--- config.mk ---
export PLATFORM = sky130hd
export DESIGN_NAME = aioctl_top
export DESIGN_NICKNAME = d
export VERILOG_FILES = /design/src/aioctl_pkg.sv /design/src/aioctl_top.sv
export VERILOG_INCLUDE_DIRS = /design/src
export SDC_FILE = /design/constraint.sdc
export NUM_CORES = 1
export LEC_CHECK = 0
export BUFFER_PORTS_ARGS = -buffer_cell sky130_fd_sc_hd__buf_2
export CAP_MARGIN = 40
export CORE_MARGIN = 2
export CORE_UTILIZATION = 27
export CTS_CLUSTER_SIZE = 10
export DETAILED_ROUTE_END_ITERATION = 6
export PLACE_DENSITY_LB_ADDON = 0.15
export SYNTH_ARGS = -nofsm -noshare
export SYNTH_HDL_FRONTEND = slang
export SYNTH_SLANG_ARGS = --single-unit
--- constraint.sdc ---
create_clock -name clk -period 2.65 [get_ports clk]
set_input_delay 0.265 -clock clk [delete_from_list [all_inputs] [get_ports clk]]
set_output_delay 0.265 -clock clk [all_outputs]
set_load 0.02 [all_outputs]
--- src/aioctl_map.svh ---
`ifndef AIOCTL_MAP_SVH
`define AIOCTL_MAP_SVH

// ----------------------------------------
// device selection and register indices
// ----------------------------------------
`define AIOCTL_DEV_NUM 8'h09
`define AIOCTL_REG_IN_CTRL 3'h0
`define AIOCTL_REG_IN_STAT 3'h0
`define AIOCTL_REG_OUT_CHAN 3'h1
`define AIOCTL_REG_IN_RESULT 3'h2
`define AIOCTL_REG_OUT_VALUE 3'h3

// ----------------------------------------
// field positions
// ----------------------------------------
`define AIOCTL_BIT_START 0
`define AIOCTL_BIT_SHORT 1
`define AIOCTL_BIT_EOC_EN 2
`define AIOCTL_BIT_BUSY 0
`define AIOCTL_BIT_DONE 1
`define AIOCTL_BIT_EN_RB 2
`define AIOCTL_CHAN_LSB 8
`define AIOCTL_CHAN_MSB 15
`define AIOCTL_CONV_MSB 11
`define AIOCTL_HI_LSB 12
`define AIOCTL_DAC_CH0 8'h00
`define AIOCTL_DAC_CH1 8'h01

// ----------------------------------------
// reset values and counts
// ----------------------------------------
`define AIOCTL_RST_WORD 16'h0000
`define AIOCTL_RST_CHAN 8'h00
`define AIOCTL_RST_CONV 12'h000
`define AIOCTL_CONV_BITS 4
`define AIOCTL_HI_ZERO 4'h0
`define AIOCTL_OUT_CHANNELS 2

`endif

--- src/aioctl_pkg.sv ---
package aioctl_pkg;

  // ----------------------------------------
  // types
  // ----------------------------------------
  typedef enum logic [1:0]
  {
    AIOCTL_IDLE = 2'b00,
    AIOCTL_CONV = 2'b01,
    AIOCTL_DONE = 2'b11
  } aioctl_state_type;

  typedef struct packed
  {
    logic [7:0] channel;
    logic [4:0] unused_hi;
    logic eoc_enable;
    logic short_cycle;
    logic start;
  } aioctl_in_ctrl_type;

  typedef struct packed
  {
    logic wr;
    logic rd;
    logic [2:0] index;
    logic [15:0] wdata;
  } aioctl_access_type;

endpackage

--- src/aioctl_top.sv ---
// Functional notes
// set start bit begins a conversion
// short-cycle bit reserved, no function
// enable bit gates end-of-conversion interrupt
// bits 8-15 pick input channel
// status bit 0 shows busy
// status bit 1 shows conversion finished
// status bit 2 echoes interrupt enable
// result holds 12 bits, upper zero
// software reads result only when idle
// select channel, wait 20 us, then start
// clear start bit to read result
// software clears enable after servicing
// select a channel once for repeats
// output unit shares device number nine
// output control reg 1, value reg 3
// bits 8-15 pick output channel
// value write drives chosen 12-bit dac
// select device, channel, then value
// same layout serves wider expansion units
// input regs at device register 0, 2
// registers map only when device selected
// rising start sets busy, result clears it
`timescale 1ns/10ps
`include "aioctl_map.svh"

module aioctl_top
(
  input wire logic clk,
  input wire logic resetn,
  input wire logic [7:0] device_number,
  input wire logic reg_wr,
  input wire logic reg_rd,
  input wire logic [2:0] reg_index,
  input wire logic [15:0] reg_wdata,
  output logic [15:0] reg_rdata,
  output logic reg_rsel,
  output logic [7:0] adc_channel,
  output logic adc_start,
  input wire logic adc_done,
  input wire logic [11:0] adc_data,
  output logic end_conv_irq,
  output logic [11:0] dac_value_0,
  output logic [11:0] dac_value_1,
  output logic [7:0] dac_channel
);

  // ----------------------------------------
  // access decode
  // ----------------------------------------
  aioctl_pkg::aioctl_access_type acc;
  aioctl_pkg::aioctl_in_ctrl_type in_ctrl_q;
  aioctl_pkg::aioctl_state_type state_q;
  logic [11:0] result_q;
  logic [11:0] conv_q;
  logic [7:0] out_chan_q;
  logic start_prev_q;
  logic sel;

  function automatic logic hit(input logic [2:0] idx, input logic [2:0] want);
    hit = (idx == want);
  endfunction

  // write and read strobes aimed at one register of this unit
  function automatic logic wr_to(input aioctl_pkg::aioctl_access_type a, input logic s,
    input logic [2:0] want);
    wr_to = s && a.wr && hit(a.index, want);
  endfunction

  function automatic logic rd_to(input aioctl_pkg::aioctl_access_type a, input logic s,
    input logic [2:0] want);
    rd_to = s && a.rd && hit(a.index, want);
  endfunction

  assign acc = '{wr: reg_wr, rd: reg_rd, index: reg_index, wdata: reg_wdata};
  assign sel = (device_number == `AIOCTL_DEV_NUM);

  // ----------------------------------------
  // input control register
  // ----------------------------------------
  // short-cycle bit is forced to zero on every write and drives nothing
  always_ff @(posedge clk or negedge resetn)
  begin
    if (!resetn)
      in_ctrl_q <= `AIOCTL_RST_WORD;
    else if (wr_to(acc, sel, `AIOCTL_REG_IN_CTRL))
    begin
      in_ctrl_q <= acc.wdata;
      in_ctrl_q.short_cycle <= 1'b0;
    end
  end

  assign adc_channel = in_ctrl_q.channel;

  always_ff @(posedge clk or negedge resetn)
  begin
    if (!resetn)
      start_prev_q <= 1'b0;
    else
      start_prev_q <= in_ctrl_q.start;
  end

  // ----------------------------------------
  // conversion sequencer
  // ----------------------------------------
  // a start seen while busy is dropped; the converter takes one request at a time
  logic start_rise;
  assign start_rise = in_ctrl_q.start && !start_prev_q;

  always_ff @(posedge clk or negedge resetn)
  begin
    if (!resetn)
      state_q <= aioctl_pkg::AIOCTL_IDLE;
    else
    begin
      unique case (state_q)
        aioctl_pkg::AIOCTL_IDLE:
          if (start_rise)
            state_q <= aioctl_pkg::AIOCTL_CONV;
        aioctl_pkg::AIOCTL_CONV:
          if (adc_done)
            state_q <= aioctl_pkg::AIOCTL_DONE;
        aioctl_pkg::AIOCTL_DONE:
          if (start_rise)
            state_q <= aioctl_pkg::AIOCTL_CONV;
        default:
          state_q <= aioctl_pkg::AIOCTL_IDLE;
      endcase
    end
  end

  // one-cycle request to the converter
  always_ff @(posedge clk or negedge resetn)
  begin
    if (!resetn)
      adc_start <= 1'b0;
    else
      adc_start <= start_rise && (state_q != aioctl_pkg::AIOCTL_CONV);
  end

  always_ff @(posedge clk or negedge resetn)
  begin
    if (!resetn)
      conv_q <= `AIOCTL_RST_CONV;
    else if (state_q == aioctl_pkg::AIOCTL_CONV && adc_done)
      conv_q <= adc_data;
  end

  // result becomes visible only once software drops the start bit
  always_ff @(posedge clk or negedge resetn)
  begin
    if (!resetn)
      result_q <= `AIOCTL_RST_CONV;
    else if (state_q == aioctl_pkg::AIOCTL_DONE && !in_ctrl_q.start)
      result_q <= conv_q;
  end

  assign end_conv_irq = (state_q == aioctl_pkg::AIOCTL_DONE) && in_ctrl_q.eoc_enable;

  // ----------------------------------------
  // read data
  // ----------------------------------------
  // read data is registered so the host sees it one cycle after its strobe
  logic [15:0] rdata_d;
  always_comb
  begin
    rdata_d = `AIOCTL_RST_WORD;
    if (hit(acc.index, `AIOCTL_REG_IN_STAT))
    begin
      rdata_d[`AIOCTL_BIT_BUSY] = (state_q == aioctl_pkg::AIOCTL_CONV);
      rdata_d[`AIOCTL_BIT_DONE] = (state_q == aioctl_pkg::AIOCTL_DONE);
      rdata_d[`AIOCTL_BIT_EN_RB] = in_ctrl_q.eoc_enable;
    end
    else if (hit(acc.index, `AIOCTL_REG_IN_RESULT))
      rdata_d = {`AIOCTL_HI_ZERO, result_q};
  end

  always_ff @(posedge clk or negedge resetn)
  begin
    if (!resetn)
      reg_rdata <= `AIOCTL_RST_WORD;
    else if (sel && acc.rd)
      reg_rdata <= rdata_d;
  end

  // select only real registers, so gaps in the map never steer the host bus
  assign reg_rsel = rd_to(acc, sel, `AIOCTL_REG_IN_STAT) ||
    rd_to(acc, sel, `AIOCTL_REG_IN_RESULT);

  // ----------------------------------------
  // analog output unit
  // ----------------------------------------
  always_ff @(posedge clk or negedge resetn)
  begin
    if (!resetn)
      out_chan_q <= `AIOCTL_RST_CHAN;
    else if (wr_to(acc, sel, `AIOCTL_REG_OUT_CHAN))
      out_chan_q <= acc.wdata[`AIOCTL_CHAN_MSB:`AIOCTL_CHAN_LSB];
  end

  assign dac_channel = out_chan_q;

  // channels above 1 are for expansion units; the board ignores them
  always_ff @(posedge clk or negedge resetn)
  begin
    if (!resetn)
    begin
      dac_value_0 <= `AIOCTL_RST_CONV;
      dac_value_1 <= `AIOCTL_RST_CONV;
    end
    else if (wr_to(acc, sel, `AIOCTL_REG_OUT_VALUE))
    begin
      if (out_chan_q == `AIOCTL_DAC_CH0)
        dac_value_0 <= acc.wdata[`AIOCTL_CONV_MSB:0];
      else if (out_chan_q == `AIOCTL_DAC_CH1)
        dac_value_1 <= acc.wdata[`AIOCTL_CONV_MSB:0];
    end
  end
endmodule

Word level (Yosys, flattened, before mapping)
Index checks and enable logic that the tools add are counted.
{ "op_classes": {"mux": 6, "bitwise": 1, "reduce_logical": 22, "eq_ne": 10} }
{ "ops": {"columns": ["op", "n"], "rows": [
  ["13-bit two-way mux", 1],
  ["1-bit logical AND", 12],
  ["12-bit two-way mux", 1],
  ["8-bit by 1-bit equality test with 1-bit output (second input constant)", 1],
  ["8-bit by 4-bit equality test with 1-bit output (second input constant)", 1],
  ["8-bit zero test", 1],
  ["3-bit by 2-bit equality test with 1-bit output (second input constant)", 2],
  ["2-bit two-way mux", 2],
  ["2-bit by 1-bit != test with 1-bit output (second input constant)", 2],
  ["2-bit case mux with 2 select lines", 1],
  ["2-bit AND reduction", 2],
  ["3-bit by 1-bit equality test with 1-bit output (second input constant)", 1],
  ["3-bit zero test", 1],
  ["3-bit two-way mux", 1],
  ["3-bit AND reduction", 1],
  ["2-bit by 1-bit equality test with 1-bit output (second input constant)", 1],
  ["2-bit equality test (second input constant)", 1],
  ["1-bit zero test", 2],
  ["2-bit zero test", 1],
  ["2-bit != test (second input constant)", 1],
  ["2-bit OR reduction", 1],
  ["1-bit logical OR", 1],
  ["1-bit NOT", 1]
]} }
{ "word_totals": {"ff_bits": 86, "input_bits": 44, "wordCells": 51} }

Longest topological paths before layout
Gate-level depths: netlist (run 1).
{ "depth": {"depth_word": 4, "depth_mapped": 6} }

Worst setup path before layout (run 1)
OpenSTA, ideal clock, no wires.
{ "synth_timing": {"path_type": "flip-flop to flip-flop", "from": "reg out_chan_q[1], in the netlist dac_channel[1]", "to": "reg dac_value_0[10]", "t_arrival_ns": 1.725, "path_slack_ns": 0.801, "setup_time_ns": 0.125, "synth_period_minus_slack_ns": 1.849, "stages_incl_launch_ff": 6, "t_required_ns": 2.525, "path_cell_list": "dfrtp_1 nor4b_2 nand4_1 nor3_1 buf_4 mux2_2"} }
{ "synth_between": {"elab_chain_len": 2} }
{ "synth_lines": {"columns": ["element", "line", "source"], "rows": [
  ["from (decl)", "aioctl_top.sv:56", "logic [7:0] out_chan_q;"],
  ["from (signal assigned)", "aioctl_top.sv:196", "out_chan_q <= `AIOCTL_RST_CHAN;"],
  ["from (signal assigned)", "aioctl_top.sv:198", "out_chan_q <= acc.wdata[`AIOCTL_CHAN_MSB:`AIOCTL_CHAN_LSB];"],
  ["8-bit zero test (no source line)", null, null],
  ["2-bit AND reduction (no source line)", null, null],
  ["to (signal assigned)", "aioctl_top.sv:208", "dac_value_0 <= `AIOCTL_RST_CONV;"],
  ["to (signal assigned)", "aioctl_top.sv:214", "dac_value_0 <= acc.wdata[`AIOCTL_CONV_MSB:0];"],
  ["to (decl)", "aioctl_top.sv:43", "output logic [11:0] dac_value_0,"]
]} }
No other way between the ends.
A chain may end at the register's enable or synchronous reset.

Final worst setup path (run 1)
{ "layout_timing": {"from": "reg out_chan_q[2], in the netlist dac_channel[2]", "to": "reg dac_value_0[4]"} }
The elaborated chain is that of the path after synthesis.

==> results.toml, run 1 <==
[route]
routedWlPerCell_um = 14.8
drt_iter0_drc = 101
drc = 0
drtPass1Iterations = 4
ant_nets = 0
viasPerCell = 4.21
wl_um = 7610
vias = 2164

[floorplanning]
core_area_sq_um = 12500
fp.dieW_um = 116
fp.dieH_um = 116
start_util = 0.274
ios = 103
floorplan.die_area_sq_um = 13500
core.rowCount = 41

[global_routing]
overflow = 0
track_usage = 0.119
grt_max_degree = 46
antenna_found_initial = 0
first_global_vias = 2148
grt_pass1_wl_um = 11900

[power]
leakage_nw = 2.27
p_clk_frac = 0.376
p_int_mw = 2.54
swShare = 0.237
power_frac_seq = 0.468
switchingPower_uw = 790
p_comb_frac = 0.156
finalPower_mw = 3.33
ir_worst_vdd_mv = 0.451
p_per_area_nw_per_um2 = 763

[clock_network]
clk_latency_ns = 0.33
cts_hold_repair.buffers = 1
htreeDepth = 3
cts-root-buf = "clkbuf_16"
path_clk_slew_ns = 0.06
cts_resized = 0
clockBufferDepth = 2
cts_setup_buffers = 0
cts.sinks = 82
cts-buffers-inserted = 9
tritoncts = "done"

[finish]
fin_cells = 514
num_antenna_cells = 0
drive_above_1_share = 0.553
fin_nets = 385
mostFrequentLayoutCell = "buf_2"
final_cell_mix = "buf_2, dfrtp_1, mux2_2"
syn2layout_area_growth_pct = 27.7
finalInstanceArea_sq_um = 4360

[critical_path]
cp.required_ns = 2.87
critPathArrivalTime_ns = 2.08
path_max_fanout = 9
worst_setup_path_start_kind = "flip-flop"
critPathKind = "flip-flop to flip-flop"
end_kind = "flip-flop"

[sta]
finalSetupTns_ns = 0
finalCritPeriodShare = 0.704
worstMarginPinSlew_ns = 0.610
finalMaxSlewViolations = 0
setup_viol = 0
setup_ws_ns = 0.784
relSlewSlack = 0.592
fin_crit_ns = 1.87
fmax_mhz = 536
skew_ns = 0.00443
rsz0062_at_grt = "no"
hold_viol_final = 0

[synthesis]
synthCells = 240
ys_ff_latch = 82
synth_area_sq_um = 3410
synth_area_leaders = "dfrtp_1, mux2_2, mux2_4"
synth_warnings = 0
synth_top_area_share = 0.602
synthDistinctLibCells = 32
ys_seq_area_frac = 0.602
avgSynthCellArea_sq_um = 14.2
synth_top_area_cell = "dfrtp_1"

[run_status]
status = "finished clean"

[placement]
hpwl_um = 5410
gp_congestion = 0.743
placed_area_sq_um = 4050
post-place-ws_ns = 0.657
placed_cells = 497
io_buffer_count = 98

[job]
maxCapViolCount = 0

[hold_path]
holdCritPathClass = "input pin to flip-flop"
[cell usage after synthesis]
cell type,n
or3_4,1
o41ai_1,3
clkbuf_2,1
mux2_4,10
ha_1,4
nand3_1,1
or3_1,1
mux2_2,56
nand2_1,24
buf_2,1
nor4b_2,1
nor3b_1,1
dfrtp_1,82
nand4_1,1
nor3b_2,1
and4bb_2,1
o21ai_0,10
nand2b_1,1
nor3_1,2
nor4_4,1
buf_6,1
conb_1,1
mux2i_1,3
clkbuf_1,5
nor2_1,2
nor4_1,1
buf_4,14
inv_1,3
nand4b_1,1
nor2b_1,3
and2_1,1
a21oi_1,2
[path summary, 6_finish.rpt]
path | slack, ns | startpoint | depth (start not counted) | to
max reg2reg | 0.78 | dac_channel[2] | 5 | dac_value_0[4]
min | 0.16 | adc_data[3] | 2 | conv_q[3]
max | 0.78 | dac_channel[2] | 5 | dac_value_0[4]
min reg2reg | 0.44 | in_ctrl_q[0] | 0 | start_prev_q
max in group asynchronous | 1.57 | resetn | 3 | conv_q[0]
min in group asynchronous | 0.44 | resetn | 2 | dac_channel[5]
[final cells by class]
class | instances | area (sq um)
Fill cell | 1262 | 8110
Sequential cell | 82 | 2050
Multi-Input combinational cell | 136 | 1220
Timing Repair Buffer | 105 | 561
Clock buffer | 14 | 264
Tap cell | 172 | 215
Clock inverter | 2 | 35.0
Inverter | 3 | 11.3
[routing by layer]
layer	track usage	vias up	share of wire
li1	-	1016	-
met1	0.158	1054	0.45
met2	0.170	87	0.43
met3	0.0566	7	0.11
met4	0.0452	0	0.014
met5	0	-	0
[kinds of logic (layout without fill, tap and decap cells)]
group                    Yosys count  count (layout)  synth area share
buffers and inverters             25             124            0.0459
AO/OA/AOI/OAI                     15              15            0.0253
AND/OR/NAND/NOR                   44              44            0.0737
other                              1               4           0.00110
flip-flops                        82              82             0.602
multiplexers                      69              69             0.238
adder cells (fa/ha/maj)            4               4            0.0147
[power by group through the flow]
stage,Sequential [mW],Clock [mW],Combinational [mW]
after floorplan,1.55,0,0.385
after global placement,1.57,0,0.523
after detailed placement,1.58,0,0.533
after CTS,1.56,1.30,0.535
after global routing,1.58,1.37,0.579
final,1.56,1.25,0.519
[critical path, cell delays in order (launching register included)]
cell	delay (ns)
dfrtp_1	0.40
nor4_1	0.36
nand2_1	0.14
nor3_2	0.25
buf_4	0.25
mux2_2	0.35
[state kept, by name (all words and copies together), names as in the netlist]
signal        count
adc_channel       8
adc_start         1
conv_q           12
dac_channel       8
dac_value_0      12
dac_value_1      12
in_ctrl_q         2
reg_rdata        12
result_q         12
start_prev_q      1
state_q           2
[stage by stage]
stage,utilization,hold WS (ns)
floorplan,-,-0.0306
global placement,0.325,0.279
detailed placement,0.325,0.285
CTS,0.349,0.142
global route,0.349,0.145
finish,0.349,0.160
(Power assumes the default switching activity.)
==> inputs of run 2 (changes only) <==
--- a/config.mk
+++ b/config.mk
@@ -6,6 +6,7 @@
 export SDC_FILE = /design/constraint.sdc
 export NUM_CORES = 1
 export LEC_CHECK = 0
+export ABC_AREA = 1
 export BUFFER_PORTS_ARGS = -buffer_cell sky130_fd_sc_hd__buf_2
 export CAP_MARGIN = 40
 export CORE_MARGIN = 2
==> constraint.sdc (replaced) <==
create_clock -name clk -period 1.7 [get_ports clk]
set_input_delay 0.17 -clock clk [delete_from_list [all_inputs] [get_ports clk]]
set_output_delay 0.17 -clock clk [all_outputs]
set_load 0.02 [all_outputs]
==> run 2 against run 1 <==
Flip-flop and latch count unchanged. First-iteration DRC count increased by 50%. Critical path depth decreased by 1. Power increased by 58%. Worst hold slack got worse by 0.081 ns. Utilization increased by 0.33 points. Worst setup slack got worse by 0.55 ns. Global-route usage increased by 1.8 points. Cell area increased by 2.6%. Non-clock buffer count increased by 7. Clock skew about the same. Critical endpoint is now end_conv_irq. Largest power group unchanged.
==> results.toml, run 2 <==
[synthesis]
ys_seq_area_frac = 0.585
avgSynthCellArea_sq_um = 8.70
synth_common_cells = "nand2_1, dfrtp_1, nand3_1"
synthCells = 403
synth_top_area_cell = "dfrtp_1"
synth_top_area_share = 0.585
yosysMostFrequentCell = "nand2_1"
synth_warnings = 0
synthFlopType = "dfrtp_1"
synth_edf_count = 0
ys_async_sr_fraction = 1.00
synth_area_sq_um = 3510
synth_area_leaders = "dfrtp_1, nand2_1, nand3_1"
ys_ff_latch = 82
synthDistinctLibCells = 20

[run_status]
status = "finished clean"

[floorplanning]
fp.dieW_um = 118
ios = 103
fp.dieH_um = 118
core.rowCount = 41
start_util = 0.277
core_area_sq_um = 12700
floorplan.die_area_sq_um = 13900

[power]
p_int_mw = 3.77
p_comb_frac = 0.162
ir_worst_vdd_mv = 0.786
switchingPower_mw = 1.47
p_clk_frac = 0.377
swShare = 0.281
leakage_nw = 2.57
power_frac_seq = 0.461
p_per_area_nw_per_um2 = 1170

[route]
drc = 0
routedWlPerCell_um = 12.9
vias = 2830
ant_nets = 0
drtPass1Iterations = 4
viasPerCell = 4.17
drt_iter0_drc = 152
wl_um = 8770

[critical_path]
worstReg2RegStart = "state_q[1]"
end_kind = "output pin"
r2r_slack_ns = 0.33
critPathKind = "flip-flop to output pin"
worstRegToRegCells = 6
cp.required_ns = 1.53
critPathArrivalTime_ns = 1.30
regToRegEndpoint = "state_q[1]"
worst_setup_path_start_kind = "flip-flop"
path_max_fanout = 5

[clock_network]
path_clk_slew_ns = 0.06
tritoncts = "done"
clk_latency_ns = 0.34
cts-buffers-inserted = 9
cts.sinks = 82
cts_resized = 0
htreeDepth = 3
cts-root-buf = "clkbuf_16"
clockBufferDepth = 2

[placement]
hpwl_um = 6380
io_buffer_count = 98
gp_congestion = 0.748

[hold_path]
holdCritPathClass = "input pin to flip-flop"
hold_end = "dac_value_0[6]"
hold_path.startpoint = "reg_wdata[6]"
holdPathStages = 3

[sta]
finalMaxSlewViolations = 0
finalSetupTns_ns = 0
finalCritPeriodShare = 0.864
skew_ns = 0.00450
fin_crit_ns = 1.47
hold_viol_final = 0
rsz0062_at_grt = "no"
fmax_mhz = 681
setup_viol = 0

[global_routing]
grt_pass1_wl_um = 15000
grt_max_degree = 38
track_usage = 0.138
overflow = 0
antenna_found_initial = 1
first_global_vias = 2854

[finish]
fin_nets = 549
n_fill_cell = 1370
mostFrequentLayoutCell = "nand2_1"
fin_util = 0.353
final_cell_mix = "nand2_1, buf_2, dfrtp_1"
drive_above_1_share = 0.271
syn2layout_area_growth_pct = 27.5
num_antenna_cells = 0

[job]
maxCapViolCount = 0
## run 2: cell types whose count changed after synthesis, moves of 8 or more
| cell | before | now |
|---|---|---|
| mux2_2 | 56 | 0 |
| inv_1 | 3 | 26 |
| a21oi_1 | 2 | 13 |
| o21ai_0 | 10 | 25 |
| buf_2 | 1 | 9 |
| mux2_4 | 10 | 0 |
| nand3_1 | 1 | 44 |
| nor2_1 | 2 | 23 |
| nand2_1 | 24 | 143 |
## run 2: logic make-up (layout without fill, tap and decap cells)
kind of cell	count (synthesis)	count (layout)	synth area share
adder cells (fa/ha/maj)	4	4	0.0143
other	1	4	0.00107
AND/OR/NAND/NOR	221	221	0.263
buffers and inverters	57	157	0.0824
AO/OA/AOI/OAI	38	38	0.0542
flip-flops	82	82	0.585
## run 2: metal layers
layer	global-route usage	up-vias	routed length, um
met3	0.0567	5	522
met5	0	-	0
met1	0.178	1297	4100
li1	-	1451	-
met2	0.212	77	4070
met4	0.0384	0	85
## run 2: timing repair
item	in CTS	in global routing
endpoints found under the setup margin	0	0
buffers inserted	0	0
hold buffers	1	0
endpoints found under the hold margin	33	0
## run 2: area by class of cell
class,instances,area [sq um],area share
timing repair buffer,112,613,0.137
tap,172,215,0.0481
clock inverter,6,65.1,0.0146
sequential,82,2050,0.459
clock buffer,10,239,0.0535
inverter,29,109,0.0243
multi-input combinational,267,1180,0.263
## run 2: power by group through the flow
stage	logic [mW]	clock network, mW	registers, mW
floorplan	0.588	0	2.42
global placement	0.837	0	2.44
detailed placement	0.870	0	2.45
CTS	0.875	2.05	2.41
global route	1.03	2.14	2.45
finish	0.851	1.98	2.41
## run 2: how the worst max path moves through the flow
stage | from | end | slack [ns]
after floorplan | device_number[1] | reg_rsel | 0.31
after global placement | device_number[1] | reg_rsel | 0.27
after detailed placement | device_number[1] | reg_rdata[0] | 0.25
after CTS | state_q[0] | end_conv_irq | 0.21
after global routing | state_q[0] | end_conv_irq | 0.12
final | state_q[0] | end_conv_irq | 0.23
## run 2: worst max-delay path, stage by stage, from the launching register on
cell     delay, ns
dfrtp_1       0.44
ha_1          0.26
nand2_1       0.08
inv_1         0.04
buf_2         0.14
## run 2: stage by stage
step | cells | worst slack (ns) | area (sq um) | total power, mW | hold slack (ns)
after global placement | 661 | 0.269 | 4160 | 3.27 | 0.166
after detailed placement | 661 | 0.249 | 4160 | 3.32 | 0.169
after global routing | 678 | 0.116 | 4470 | 5.62 | 0.0704
after CTS | 678 | 0.211 | 4470 | 5.34 | 0.0638
after floorplan | 406 | 0.310 | 3520 | 3.01 | -0.126
final | 678 | 0.231 | 4470 | 5.24 | 0.0794
